<file path="src/fsc_pkg.sv">
// Constants, field layout and reset values for the synthesizer config bank.
// Assumes a single register clock domain and APB access with 32-bit data.
//
// Contract
// - A 0-to-1 change of the calibration bit starts exactly one calibration.
// - Divider sync bit high holds the synthesizer's output dividers synced.
// - Doubler bit selects reference divider output (0) or doubled reference.
// - Loop mode 00 single, 01 cascaded, 10 fixed delay; 11 reserved.
// - Modulator power-down bit high powers it down; resets to 1.
// - Full eight-bit pump current code, 4 uA per step, resets to 0x8D.
// - Bits 7:6 give the second-pole resistor code, reset 0x3.
// - Bits 5:3 give the zero resistor code, reset 0x5.
// - Bits 2:0 give the first-pole capacitor code, reset 0x0.
`default_nettype none

package fsc_pkg;

  // Byte address width of the register port
  localparam int unsigned ADDR_W = 12;

  // Register indexes; the byte address is four times the index
  localparam logic [9:0] IDX_CTRL = 10'h100;
  localparam logic [9:0] IDX_LOOP = 10'h101;
  localparam logic [9:0] IDX_PUMP = 10'h102;
  localparam logic [9:0] IDX_FILT = 10'h103;
  localparam logic [9:0] IDX_STAT = 10'h1F0;

  // Control register fields
  localparam int unsigned CTRL_CAL = 3;
  localparam int unsigned CTRL_SYNC = 2;
  localparam int unsigned CTRL_PD = 1;
  localparam int unsigned CTRL_RST = 0;
  localparam logic [7:0] CTRL_MASK = 8'h0F;
  localparam logic [7:0] CTRL_RESET = 8'h00;

  // Loop configuration register fields
  localparam int unsigned LOOP_DBL = 3;
  localparam int unsigned LOOP_MODE_HI = 2;
  localparam int unsigned LOOP_MODE_LO = 1;
  localparam int unsigned LOOP_MDM_PD = 0;
  localparam logic [7:0] LOOP_MASK = 8'h0F;
  localparam logic [7:0] LOOP_RESET = 8'h01;

  // Pump current code; one step is this many microamps
  localparam logic [7:0] PUMP_RESET = 8'h8D;
  localparam int unsigned PUMP_STEP_UA = 4;

  // Loop filter code fields
  localparam int unsigned FILT_RP2_HI = 7;
  localparam int unsigned FILT_RP2_LO = 6;
  localparam int unsigned FILT_RZ_HI = 5;
  localparam int unsigned FILT_RZ_LO = 3;
  localparam int unsigned FILT_CP1_HI = 2;
  localparam int unsigned FILT_CP1_LO = 0;
  localparam logic [1:0] RP2_RESET = 2'h3;
  localparam logic [2:0] RZ_RESET = 3'h5;
  localparam logic [2:0] CP1_RESET = 3'h0;
  localparam logic [7:0] FILT_RESET = {RP2_RESET, RZ_RESET, CP1_RESET};

  // Feedback path selections
  typedef enum logic [1:0] {
    FSC_MODE_SINGLE = 2'h0,
    FSC_MODE_CASCADE = 2'h1,
    FSC_MODE_FIXED_DELAY = 2'h2,
    FSC_MODE_RESERVED = 2'h3
  } fsc_loop_mode_t;

  // True when a byte address selects the register of the given index
  function automatic logic fsc_hit(input logic [ADDR_W-1:0] addr,
                                   input logic [9:0] idx);
    fsc_hit = (addr == {idx, 2'h0});
  endfunction

endpackage

`default_nettype wire

</file>
<file path="src/fsc_apb_port.sv">
// APB answer timing: registered ready and error for every transfer.
// Assumes the master follows APB setup and access phases on pclk.
`default_nettype none

module fsc_apb_port (
  input wire logic pclk,
  input wire logic presetn,
  input wire logic psel,
  input wire logic penable,
  input wire logic addr_ok,
  output logic pready,
  output logic pslverr,
  output logic setup,
  output logic done
);

  typedef struct packed {
    logic ready;
    logic err;
  } fsc_port_state_t;

  fsc_port_state_t st;
  fsc_port_state_t next_st;

  // Ready rises after the setup edge and drops once the access completes
  always_comb begin
    next_st.ready = psel & ~(penable & st.ready);
    next_st.err = psel & ~(penable & st.ready) & ~addr_ok;
  end

  // State register
  always_ff @(posedge pclk or negedge presetn) begin
    if (!presetn) begin
      st <= '0;
    end else begin
      st <= next_st;
    end
  end

  assign pready = st.ready;
  assign pslverr = st.err;
  assign setup = psel & ~penable;
  assign done = psel & penable & st.ready;

endmodule

`default_nettype wire

</file>
<file path="src/fsc_rise_pulse.sv">
// One-cycle pulse on each low-to-high change of a same-clock level.
// Assumes the level comes from a register on pclk, so no synchroniser.
`default_nettype none

module fsc_rise_pulse (
  input wire logic pclk,
  input wire logic presetn,
  input wire logic level,
  output logic pulse
);

  typedef struct packed {
    logic prev;
    logic pulse;
  } fsc_rise_state_t;

  fsc_rise_state_t st;
  fsc_rise_state_t next_st;

  // Only a fresh rise fires; a held level gives nothing more
  always_comb begin
    next_st.prev = level;
    next_st.pulse = level & ~st.prev;
  end

  // State register
  always_ff @(posedge pclk or negedge presetn) begin
    if (!presetn) begin
      st <= '0;
    end else begin
      st <= next_st;
    end
  end

  assign pulse = st.pulse;

endmodule

`default_nettype wire

</file>
<file path="src/fsc_synth_cfg.sv">
// Configuration and control register bank of the fractional synthesizer.
// Assumes an APB master on pclk; decoded fields feed the analog loop core.
//
// Our own choice: the APB slave port.
`default_nettype none

module fsc_synth_cfg (
  input wire logic pclk,
  input wire logic presetn,
  input wire logic psel,
  input wire logic penable,
  input wire logic pwrite,
  input wire logic [fsc_pkg::ADDR_W-1:0] paddr,
  input wire logic [31:0] pwdata,
  input wire logic [3:0] pstrb,
  output logic [31:0] prdata,
  output logic pready,
  output logic pslverr,
  output logic cal_start,
  output logic divider_sync,
  output logic synth_powerdown,
  output logic synth_reset,
  output logic doubler_sel,
  output logic [1:0] loop_mode,
  output logic modulator_powerdown,
  output logic [7:0] pump_current,
  output logic [1:0] second_pole_resistor,
  output logic [2:0] zero_resistor,
  output logic [2:0] first_pole_capacitor
);

  typedef struct packed {
    logic [7:0] ctrl;
    logic [7:0] loop;
    logic [7:0] pump;
    logic [7:0] filt;
    logic [7:0] cal_count;
    logic [31:0] rdata;
  } fsc_state_t;

  fsc_state_t st;
  fsc_state_t next_st;

  logic hit_ctrl;
  logic hit_loop;
  logic hit_pump;
  logic hit_filt;
  logic hit_stat;
  logic addr_ok;
  logic setup;
  logic done;
  logic wr_any;
  logic wr_ctrl;
  logic wr_loop;
  logic wr_pump;
  logic wr_filt;
  logic [7:0] rd_byte;
  logic [1:0] new_mode;

  // Address decode
  assign hit_ctrl = fsc_pkg::fsc_hit(paddr, fsc_pkg::IDX_CTRL);
  assign hit_loop = fsc_pkg::fsc_hit(paddr, fsc_pkg::IDX_LOOP);
  assign hit_pump = fsc_pkg::fsc_hit(paddr, fsc_pkg::IDX_PUMP);
  assign hit_filt = fsc_pkg::fsc_hit(paddr, fsc_pkg::IDX_FILT);
  assign hit_stat = fsc_pkg::fsc_hit(paddr, fsc_pkg::IDX_STAT);
  assign addr_ok = hit_ctrl | hit_loop | hit_pump | hit_filt | hit_stat;

  // Bus timing and error answer
  fsc_apb_port u_port (
    .pclk(pclk),
    .presetn(presetn),
    .psel(psel),
    .penable(penable),
    .addr_ok(addr_ok),
    .pready(pready),
    .pslverr(pslverr),
    .setup(setup),
    .done(done)
  );

  // Write strobes take effect only at the completing edge, lane 0 only
  assign wr_any = done & pwrite & pstrb[0];
  assign wr_ctrl = wr_any & hit_ctrl;
  assign wr_loop = wr_any & hit_loop;
  assign wr_pump = wr_any & hit_pump;
  assign wr_filt = wr_any & hit_filt;
  assign new_mode = pwdata[fsc_pkg::LOOP_MODE_HI:fsc_pkg::LOOP_MODE_LO];

  // Read data selection; reserved bits come back as zero
  always_comb begin
    rd_byte = 8'h00;
    if (hit_ctrl) begin
      rd_byte = st.ctrl & fsc_pkg::CTRL_MASK;
    end else if (hit_loop) begin
      rd_byte = st.loop & fsc_pkg::LOOP_MASK;
    end else if (hit_pump) begin
      rd_byte = st.pump;
    end else if (hit_filt) begin
      rd_byte = st.filt;
    end else if (hit_stat) begin
      rd_byte = st.cal_count;
    end
  end

  // Next register contents
  always_comb begin
    next_st = st;
    if (wr_ctrl) begin
      next_st.ctrl = pwdata[7:0] & fsc_pkg::CTRL_MASK;
    end
    if (wr_loop) begin
      next_st.loop = pwdata[7:0] & fsc_pkg::LOOP_MASK;
      // A reserved mode code leaves the present path in place
      if (new_mode == fsc_pkg::FSC_MODE_RESERVED) begin
        next_st.loop[fsc_pkg::LOOP_MODE_HI:fsc_pkg::LOOP_MODE_LO] =
          st.loop[fsc_pkg::LOOP_MODE_HI:fsc_pkg::LOOP_MODE_LO];
      end
    end
    if (wr_pump) begin
      next_st.pump = pwdata[7:0];
    end
    if (wr_filt) begin
      next_st.filt = pwdata[7:0];
    end
    // Count of started calibrations, wraps at 255
    if (cal_start) begin
      next_st.cal_count = st.cal_count + 8'h01;
    end
    // Read data is loaded in setup and cleared after the access
    if (setup) begin
      next_st.rdata = {24'h000000, pwrite ? 8'h00 : rd_byte};
    end else if (done) begin
      next_st.rdata = 32'h00000000;
    end
  end

  // State register with documented reset values
  always_ff @(posedge pclk or negedge presetn) begin
    if (!presetn) begin
      st.ctrl <= fsc_pkg::CTRL_RESET;
      st.loop <= fsc_pkg::LOOP_RESET;
      st.pump <= fsc_pkg::PUMP_RESET;
      st.filt <= fsc_pkg::FILT_RESET;
      st.cal_count <= 8'h00;
      st.rdata <= 32'h00000000;
    end else begin
      st <= next_st;
    end
  end

  // Calibration trigger from the control bit's rising change
  fsc_rise_pulse u_cal (
    .pclk(pclk),
    .presetn(presetn),
    .level(st.ctrl[fsc_pkg::CTRL_CAL]),
    .pulse(cal_start)
  );

  // Decoded controls to the analog core
  assign prdata = st.rdata;
  assign divider_sync = st.ctrl[fsc_pkg::CTRL_SYNC];
  assign synth_powerdown = st.ctrl[fsc_pkg::CTRL_PD];
  assign synth_reset = st.ctrl[fsc_pkg::CTRL_RST];
  assign doubler_sel = st.loop[fsc_pkg::LOOP_DBL];
  assign loop_mode =
    st.loop[fsc_pkg::LOOP_MODE_HI:fsc_pkg::LOOP_MODE_LO];
  assign modulator_powerdown = st.loop[fsc_pkg::LOOP_MDM_PD];
  assign pump_current = st.pump;
  assign second_pole_resistor =
    st.filt[fsc_pkg::FILT_RP2_HI:fsc_pkg::FILT_RP2_LO];
  assign zero_resistor =
    st.filt[fsc_pkg::FILT_RZ_HI:fsc_pkg::FILT_RZ_LO];
  assign first_pole_capacitor =
    st.filt[fsc_pkg::FILT_CP1_HI:fsc_pkg::FILT_CP1_LO];
endmodule

`default_nettype wire

</file>
<file path="config.mk">
export PLATFORM = sky130hd
export DESIGN_NAME = fsc_synth_cfg
export DESIGN_NICKNAME = d
export VERILOG_FILES = /design/src/fsc_pkg.sv /design/src/fsc_apb_port.sv /design/src/fsc_rise_pulse.sv /design/src/fsc_synth_cfg.sv
export SDC_FILE = /design/constraint.sdc
export NUM_CORES = 1
export LEC_CHECK = 0
export BUFFER_PORTS_ARGS = -buffer_cell sky130_fd_sc_hd__buf_4
export CORE_ASPECT_RATIO = 2
export CORE_UTILIZATION = 41
export CTS_CLUSTER_SIZE = 30
export DETAILED_ROUTE_END_ITERATION = 7
export GPL_TIMING_DRIVEN = 0
export PLACE_DENSITY = 0.7
export SLEW_MARGIN = 20
export SYNTH_ARGS = -nofsm -noshare
export SYNTH_HDL_FRONTEND = slang
export SYNTH_HIERARCHICAL = 1
export SYNTH_SLANG_ARGS = --single-unit
export TNS_END_PERCENT = 30
</file>
<file path="constraint.sdc">
create_clock -name pclk -period 2.6 [get_ports pclk]
set_input_delay 0.26 -clock pclk [delete_from_list [all_inputs] [get_ports pclk]]
set_output_delay 0.26 -clock pclk [all_outputs]
set_load 0.1 [all_outputs]
</file>
==> results of run 1 <==
## routing by layer
layer | GRT usage, % | vias to the layer above | share of wire (%)
li1 | - | 982 | -
met5 | 0 | - | 0
met3 | 3.04 | 8 | 5.7
met4 | 9.05 | 0 | 2.1
met1 | 21.0 | 971 | 37
met2 | 33.4 | 94 | 55
## worst paths after layout
path                                    startpoint                          end  cells past startpoint
setup reg to reg           u_port/pready$_DFF_PN0_  pump_current[5]$_DFFE_PN0P_                      6
setup / recovery                         paddr[11]  pump_current[5]$_DFFE_PN0P_                      6
hold reg to reg              u_cal/st[1]$_DFF_PN0_        u_cal/pulse$_DFF_PN0_                      1
hold / removal                             penable      u_port/pready$_DFF_PN0_                      2
min in group asynchronous                  presetn  synth_powerdown$_DFFE_PN0P_                      2
max in group asynchronous                  presetn      u_port/pready$_DFF_PN0_                      2
## cell usage in the layout (no fill, tap or decap), types with 4 or more instances in the layout
cell	instances
a21boi_0	5
a32o_1	8
and3_1	5
buf_4	109
clkbuf_1	7
clkbuf_16	5
conb_1	24
dfrtp_1	34
dfstp_2	9
mux2_2	17
mux2_4	8
nand2_1	12
nand2b_1	6
nand4_1	4
nor2_1	7
nor3_1	4
nor4_1	4
o211ai_1	5
o21ai_0	10
xnor2_1	4
## kinds of logic (layout without fill, tap and decap cells)
kind of cell	count (synthesis)	count (layout)
AND/OR/NAND/NOR	63	63
buffers and inverters	61	129
flip-flops	44	44
AO/OA/AOI/OAI	42	42
multiplexers	25	25
XOR/XNOR	7	7
adder cells (fa/ha/maj)	1	1
other	1	24
## through the flow
stage / utilization, % / hold WS [ns] / power (µW)
6_report: 56.2 / 0.167 / 1700
5_1_grt: 56.2 / 0.163 / 1760
4_1_cts: 56.2 / 0.158 / 1710
3_5_place_dp: 53.3 / 0.287 / 996
3_3_place_gp: 53.3 / 0.288 / 995
2_1_floorplan: - / -0.0356 / 930
## synth_stat cells (2+ instances only)
master    count
or4_1         2
xor2_1        3
nand4_1       4
nand3_1       2
nor2b_1       3
nand2_1      12
a22oi_1       3
o211ai_1      5
and2_1        2
mux2_2       17
dfstp_2       9
nand2b_1      6
o22a_1        2
a32o_1        8
o21ai_0      10
nand3b_1      2
nor3_1        4
xnor2_1       4
a21boi_0      5
buf_4        50
dfrtp_1      35
and3_1        5
clkbuf_1      7
nor2_1        7
or2_2         2
mux2_4        8
nor4_1        4
inv_1         3
## registers in the layout (all words and copies together) (netlist names), 2 cells and up
register	cells
st	9
prdata	8
pump_current	8
first_pole_capacitor	3
zero_resistor	3
loop_mode	2
second_pole_resistor	2
## area by class of cell
class                           count  area (µm²)
Buffer                             58         413
Clock buffer                        5         125
Clock inverter                      3        42.5
Fill cell                         556        2670
Inverter                            3        11.3
Multi-Input combinational cell    162        1170
Sequential cell                    44        1110
Tap cell                           84         105
Timing Repair Buffer               60         453
## where the power goes
| group | internal (µW) | switching (µW) |
|---|---|---|
| Combinational | 67.1 | 229 |
| Sequential | 688 | 1.37 |
| Clock | 451 | 259 |
| Total | 1210 | 489 |
==> flow_summary_export.csv, run 1 <==
group,metric,value,unit
run_status,outcome,"finished, final reports clean",
power,pwr_density_cell,494,nW/µm²
die,initial_core_util,42.9,%
worst_setup_path,critPathKind,"input pin to flop",
clocking,cts-root-buf,"clkbuf_16",
clocking,cts_made_buffers,5,
timing,worst_pin_slew,0.848,ns
worst_setup_path,start_kind,"input pin",
yosys,synthAdderAreaFrac,0.478,%
yosys,ys_types,48,
yosys,synth_top_family_by_area,"buffers and inverters",
finish,insertedDiodeCount,0,
clocking,clkSinkCount,44,
yosys,synth-simple-area-share,14.1,%
yosys,synth_xor_area_share,2.34,%
clocking,htreeDepth,2,
clocking,post_cts_buffers,0,
worst_setup_path,worst-r2r-setup-slack,0.52,ns
place,placed_cells,410,
detailed_routing,wl_per_cell,14.1,µm
worst_setup_path,worstSetupEndpointType,"flop",
die,die_w,58.5,µm
worst_setup_path,required,2.77,ns
yosys,synth-async-reset-ratio,100,%
power,power.leakage,0.00173,µW
clocking,cts_tree,"done",
clocking,ctsResizeCount,0,
min_path,hp-class,"input pin to flop",
yosys,synth_compound_area_share,12.4,%
timing,drv_slew,0,
worst_setup_path,worst-path-max-fanout,8,
yosys,syn-cell-area,2620,µm²
timing,fin_crit_sh,83.4,%
place,post-place-ws,0.145,ns
die,die_y,115,µm
timing,grt_setup_unrepaired,"no",
die,io_pins,111,
yosys,synth_top_cell_by_area,"dfrtp_1",
yosys,yosysSeqAreaShare,42.5,%
detailed_routing,drtIter0Drc,61,
timing,max_freq,0.461,GHz
finish,nets,388,
yosys,synthTopCellsByArea,"dfrtp_1, buf_4, dfstp_2, mux2_2, mux2_4",
clocking,holdBufCountCts,1,
place,placed_area,3260,µm²
detailed_routing,vias,2055,
worst_setup_path,crit_slowest_cell,"or4_4",
clocking,cts_max_path_buffers,2,
flow_run,maxCapViolCount,0,
finish,stdcell_area,3430,µm²
timing,finalSetupViolCount,0,
timing,finalCriticalPeriod,2.17,ns
die,core.rowCount,40,
detailed_routing,firstDrtPassIters,4,
detailed_routing,drc,0,
yosys,synth_seq_cells,44,
global_route,grt_max_degree,45,
detailed_routing,routed_via_density,4.90,
global_route,grt_pass1_vias,1922,
place,dp_hpwl,4.62,mm
yosys,syn_inst,244,
finish,layout.cells.non_filler,419,
finish,drive_gt1_share,47.8,%
global_route,antenna_found_initial,0,
worst_setup_path,critPathTopFamily,"simple AND/OR/NAND/NOR gates",
die,die-area,6730,µm²
clocking,clk_latency,0.29,ns
worst_setup_path,critical_path.max_stage_delay,0.60,ns
yosys,synth-edff-count,0,
timing,tns,0,ns
clocking,cts.reportedPaths.clkPinSlew,0.06,ns
timing,finalHoldViolations,0,
timing,max_slew_margin,42.9,%
global_route,grt_pass1_wl,9.28,mm
detailed_routing,wl,5.91,mm
yosys,synth.avg_cell_area,10.7,µm²
power,ir_drop,0.000439,V
yosys,yosys_most_used_dff,"dfrtp_1",
yosys,yosys_warnings,6,
yosys,synth_mux_area_share,11.9,%
global_route,grt_remaining_overflow,0,
place,port_buffers,59,
global_route,grtUsageTotal,18.7,%
worst_setup_path,cp.arrival,2.34,ns
timing,fin_ws,0.433,ns
die,coreArea,6110,µm²
worst_setup_path,path_buf_inv,2,
yosys,yosysTopAreaCellShare,33.4,%
detailed_routing,postRouteAntennaNets,0,
timing,skew,0.00486,ns
worst_setup_path,crit_chain,"buf_4 -> or4b_1 -> or4_4 -> or3_1 -> buf_6 -> mux2_4",
place,place.gp.congestion,0.893,
finish,area_growth,31.0,%
Note: power is estimated with default switching activity, not from simulation.
==> run 2, diff against run 1 <==
==> constraint.sdc (replaced) <==
create_clock -name pclk -period 2.17 [get_ports pclk]
set_input_delay 0.217 -clock pclk [delete_from_list [all_inputs] [get_ports pclk]]
set_output_delay 0.217 -clock pclk [all_outputs]
set_load 0.1 [all_outputs]
==> run 2 against run 1 <==
Hold slack lost 0.041 ns. Design area shrank 0.80%. Clock skew grew 0.0025 ns. Power grew 13%. Critical path type unchanged. Critical endpoint is now pump_current[4]$_DFFE_PN0P_.
==> flow_summary_export.csv, run 2 (synthesis results as in run 1) <==
group,metric,value,unit
run_status,outcome,"finished, final reports clean",
timing,grt_setup_unrepaired,"no",
clocking,clkSinkCount,44,
worst_setup_path,worst-path-max-fanout,8,
clocking,clk_latency,0.29,ns
finish,nets,388,
clocking,cts_max_path_buffers,2,
timing,max_slew_margin,47.0,%
finish,drive_gt1_share,47.2,%
power,p_comb_share,18.6,%
place,placed_cells,410,
timing,skew,0.00741,ns
worst_setup_path,cp.arrival,2.29,ns
die,coreArea,6110,µm²
detailed_routing,vias,2057,
detailed_routing,drc,0,
clocking,cts_made_buffers,5,
power,ir_drop,0.000467,V
power,switchingPower,578,µW
global_route,grt_remaining_overflow,0,
clocking,cts-root-buf,"clkbuf_16",
die,die_w,58.5,µm
place,placed_area,3260,µm²
timing,finalHoldViolations,0,
die,die-area,6730,µm²
power,pwr_density_cell,561,nW/µm²
finish,insertedDiodeCount,0,
timing,fin_ws,0.0471,ns
worst_setup_path,regToRegStartpoint,"u_port/pready$_DFF_PN0_",
worst_setup_path,startpoint,"paddr[11]",
finish,layout.cells.non_filler,419,
timing,fin_crit_sh,97.8,%
detailed_routing,firstDrtPassIters,4,
global_route,grt_pass1_vias,2064,
finish,stdcell_area,3410,µm²
worst_setup_path,start_kind,"input pin",
die,core.rowCount,40,
flow_run,maxCapViolCount,0,
timing,drv_slew,0,
place,port_buffers,59,
global_route,antenna_found_initial,0,
min_path,hp-class,"input pin to flop",
power,p_int,1330,µW
clocking,cts_tree,"done",
worst_setup_path,worst-r2r-setup-slack,0.07,ns
global_route,grtUsageTotal,19.9,%
worst_setup_path,required,2.34,ns
power,power.leakage,0.00171,µW
detailed_routing,postRouteAntennaNets,0,
timing,hold_ws,0.126,ns
place,place.gp.congestion,0.921,
place,dp_hpwl,4.64,mm
global_route,grt_pass1_wl,9.94,mm
finish,area_growth,30.0,%
die,io_pins,111,
place,post-place-ws,-0.240,ns
power,swShare,30.3,%
detailed_routing,wl,6.01,mm
power,seq_power_share,43.3,%
timing,max_freq,0.471,GHz
clocking,cts.reportedPaths.clkPinSlew,0.06,ns
worst_setup_path,r2r_end,"pump_current[4]$_DFFE_PN0P_",
detailed_routing,wl_per_cell,14.3,µm
power,p_total,1910,µW
detailed_routing,drtIter0Drc,49,
power,pwr-share-clk,38.1,%
worst_setup_path,worstSetupEndpointType,"flop",
timing,finalSetupViolCount,0,
finish,largest_register_ffs,9,
finish,layout_commonest_cell,"buf_4",
finish,most-common-layout-cells,"buf_4, dfrtp_1, conb_1",
die,die_y,115,µm
clocking,htreeDepth,2,
worst_setup_path,reg2reg_depth,6,
clocking,ctsResizeCount,0,
timing,finalCriticalPeriod,2.12,ns
worst_setup_path,critPathKind,"input pin to flop",
worst_setup_path,endpoint,"pump_current[4]$_DFFE_PN0P_",
global_route,grt_max_degree,45,
finish,top_register,"st",
detailed_routing,routed_via_density,4.91,
timing,worst_pin_slew,0.784,ns
finish,fill_cells,600,
die,initial_core_util,42.9,%
[run 2: cell types whose count changed in the layout (fill, tap and decap cells not counted), sizes merged]
cell / change
clkinvlp: -1
clkbuf: +2
bufinv: -1
[run 2: area by class of cell]
type / count / area (µm²) / share of cell area [%]
Sequential cell: 44 / 1120 / 32.8
Clock buffer: 7 / 133 / 3.89
Inverter: 3 / 11.3 / 0.331
Multi-Input combinational cell: 162 / 1170 / 34.3
Timing Repair Buffer: 60 / 453 / 13.3
Tap cell: 84 / 105 / 3.09
Buffer: 58 / 413 / 12.1
Clock inverter: 1 / 5.00 / 0.147
[run 2: metal layers]
metal  up-vias  share of wire [%]  track usage [%]
met4         0                3.0             10.3
met2        76                 55             35.1
met1       984                 37             21.6
met5         -                  0                0
met3        13                5.2             4.39
li1        984                  -                -
[run 2: what timing repair did]
item	4_1_cts	5_1_grt
endpoints found under the hold margin	35	0
hold buffers	1	0
buffers inserted	0	0
[run 2: worst min-delay path by stage]
stage          slack (ns)  cells past startpoint  startpoint                           to
2_1_floorplan       -0.08                      0     presetn     divider_sync$_DFFE_PN0P_
3_3_place_gp         0.24                      1     presetn           st[67]$_DFFE_PN0P_
3_5_place_dp         0.24                      1     presetn  synth_powerdown$_DFFE_PN0P_
4_1_cts              0.11                      2     penable      u_port/pready$_DFF_PN0_
5_1_grt              0.13                      2     penable      u_port/pready$_DFF_PN0_
6_report             0.13                      2     penable      u_port/pready$_DFF_PN0_
[run 2: power groups by stage]
stage	Combinational (µW)	Sequential (µW)	Clock, µW
global route	374	827	776
CTS	354	827	744
floorplan	255	860	0
finish	355	827	728
detailed placement	352	841	0
global placement	351	841	0
[run 2: worst max-delay path: stages]
cell    delay [ns]
buf_4         0.11
or4b_1        0.56
or4_4         0.60
or3_1         0.34
buf_6         0.17
mux2_4        0.30
[run 2: through the flow]
stage,utilization (%),setup TNS [ns]
2_1_floorplan,-,-0.357
3_3_place_gp,53.4,-3.66
3_5_place_dp,53.4,-4.58
4_1_cts,55.8,0
5_1_grt,55.8,0
6_report,55.8,0
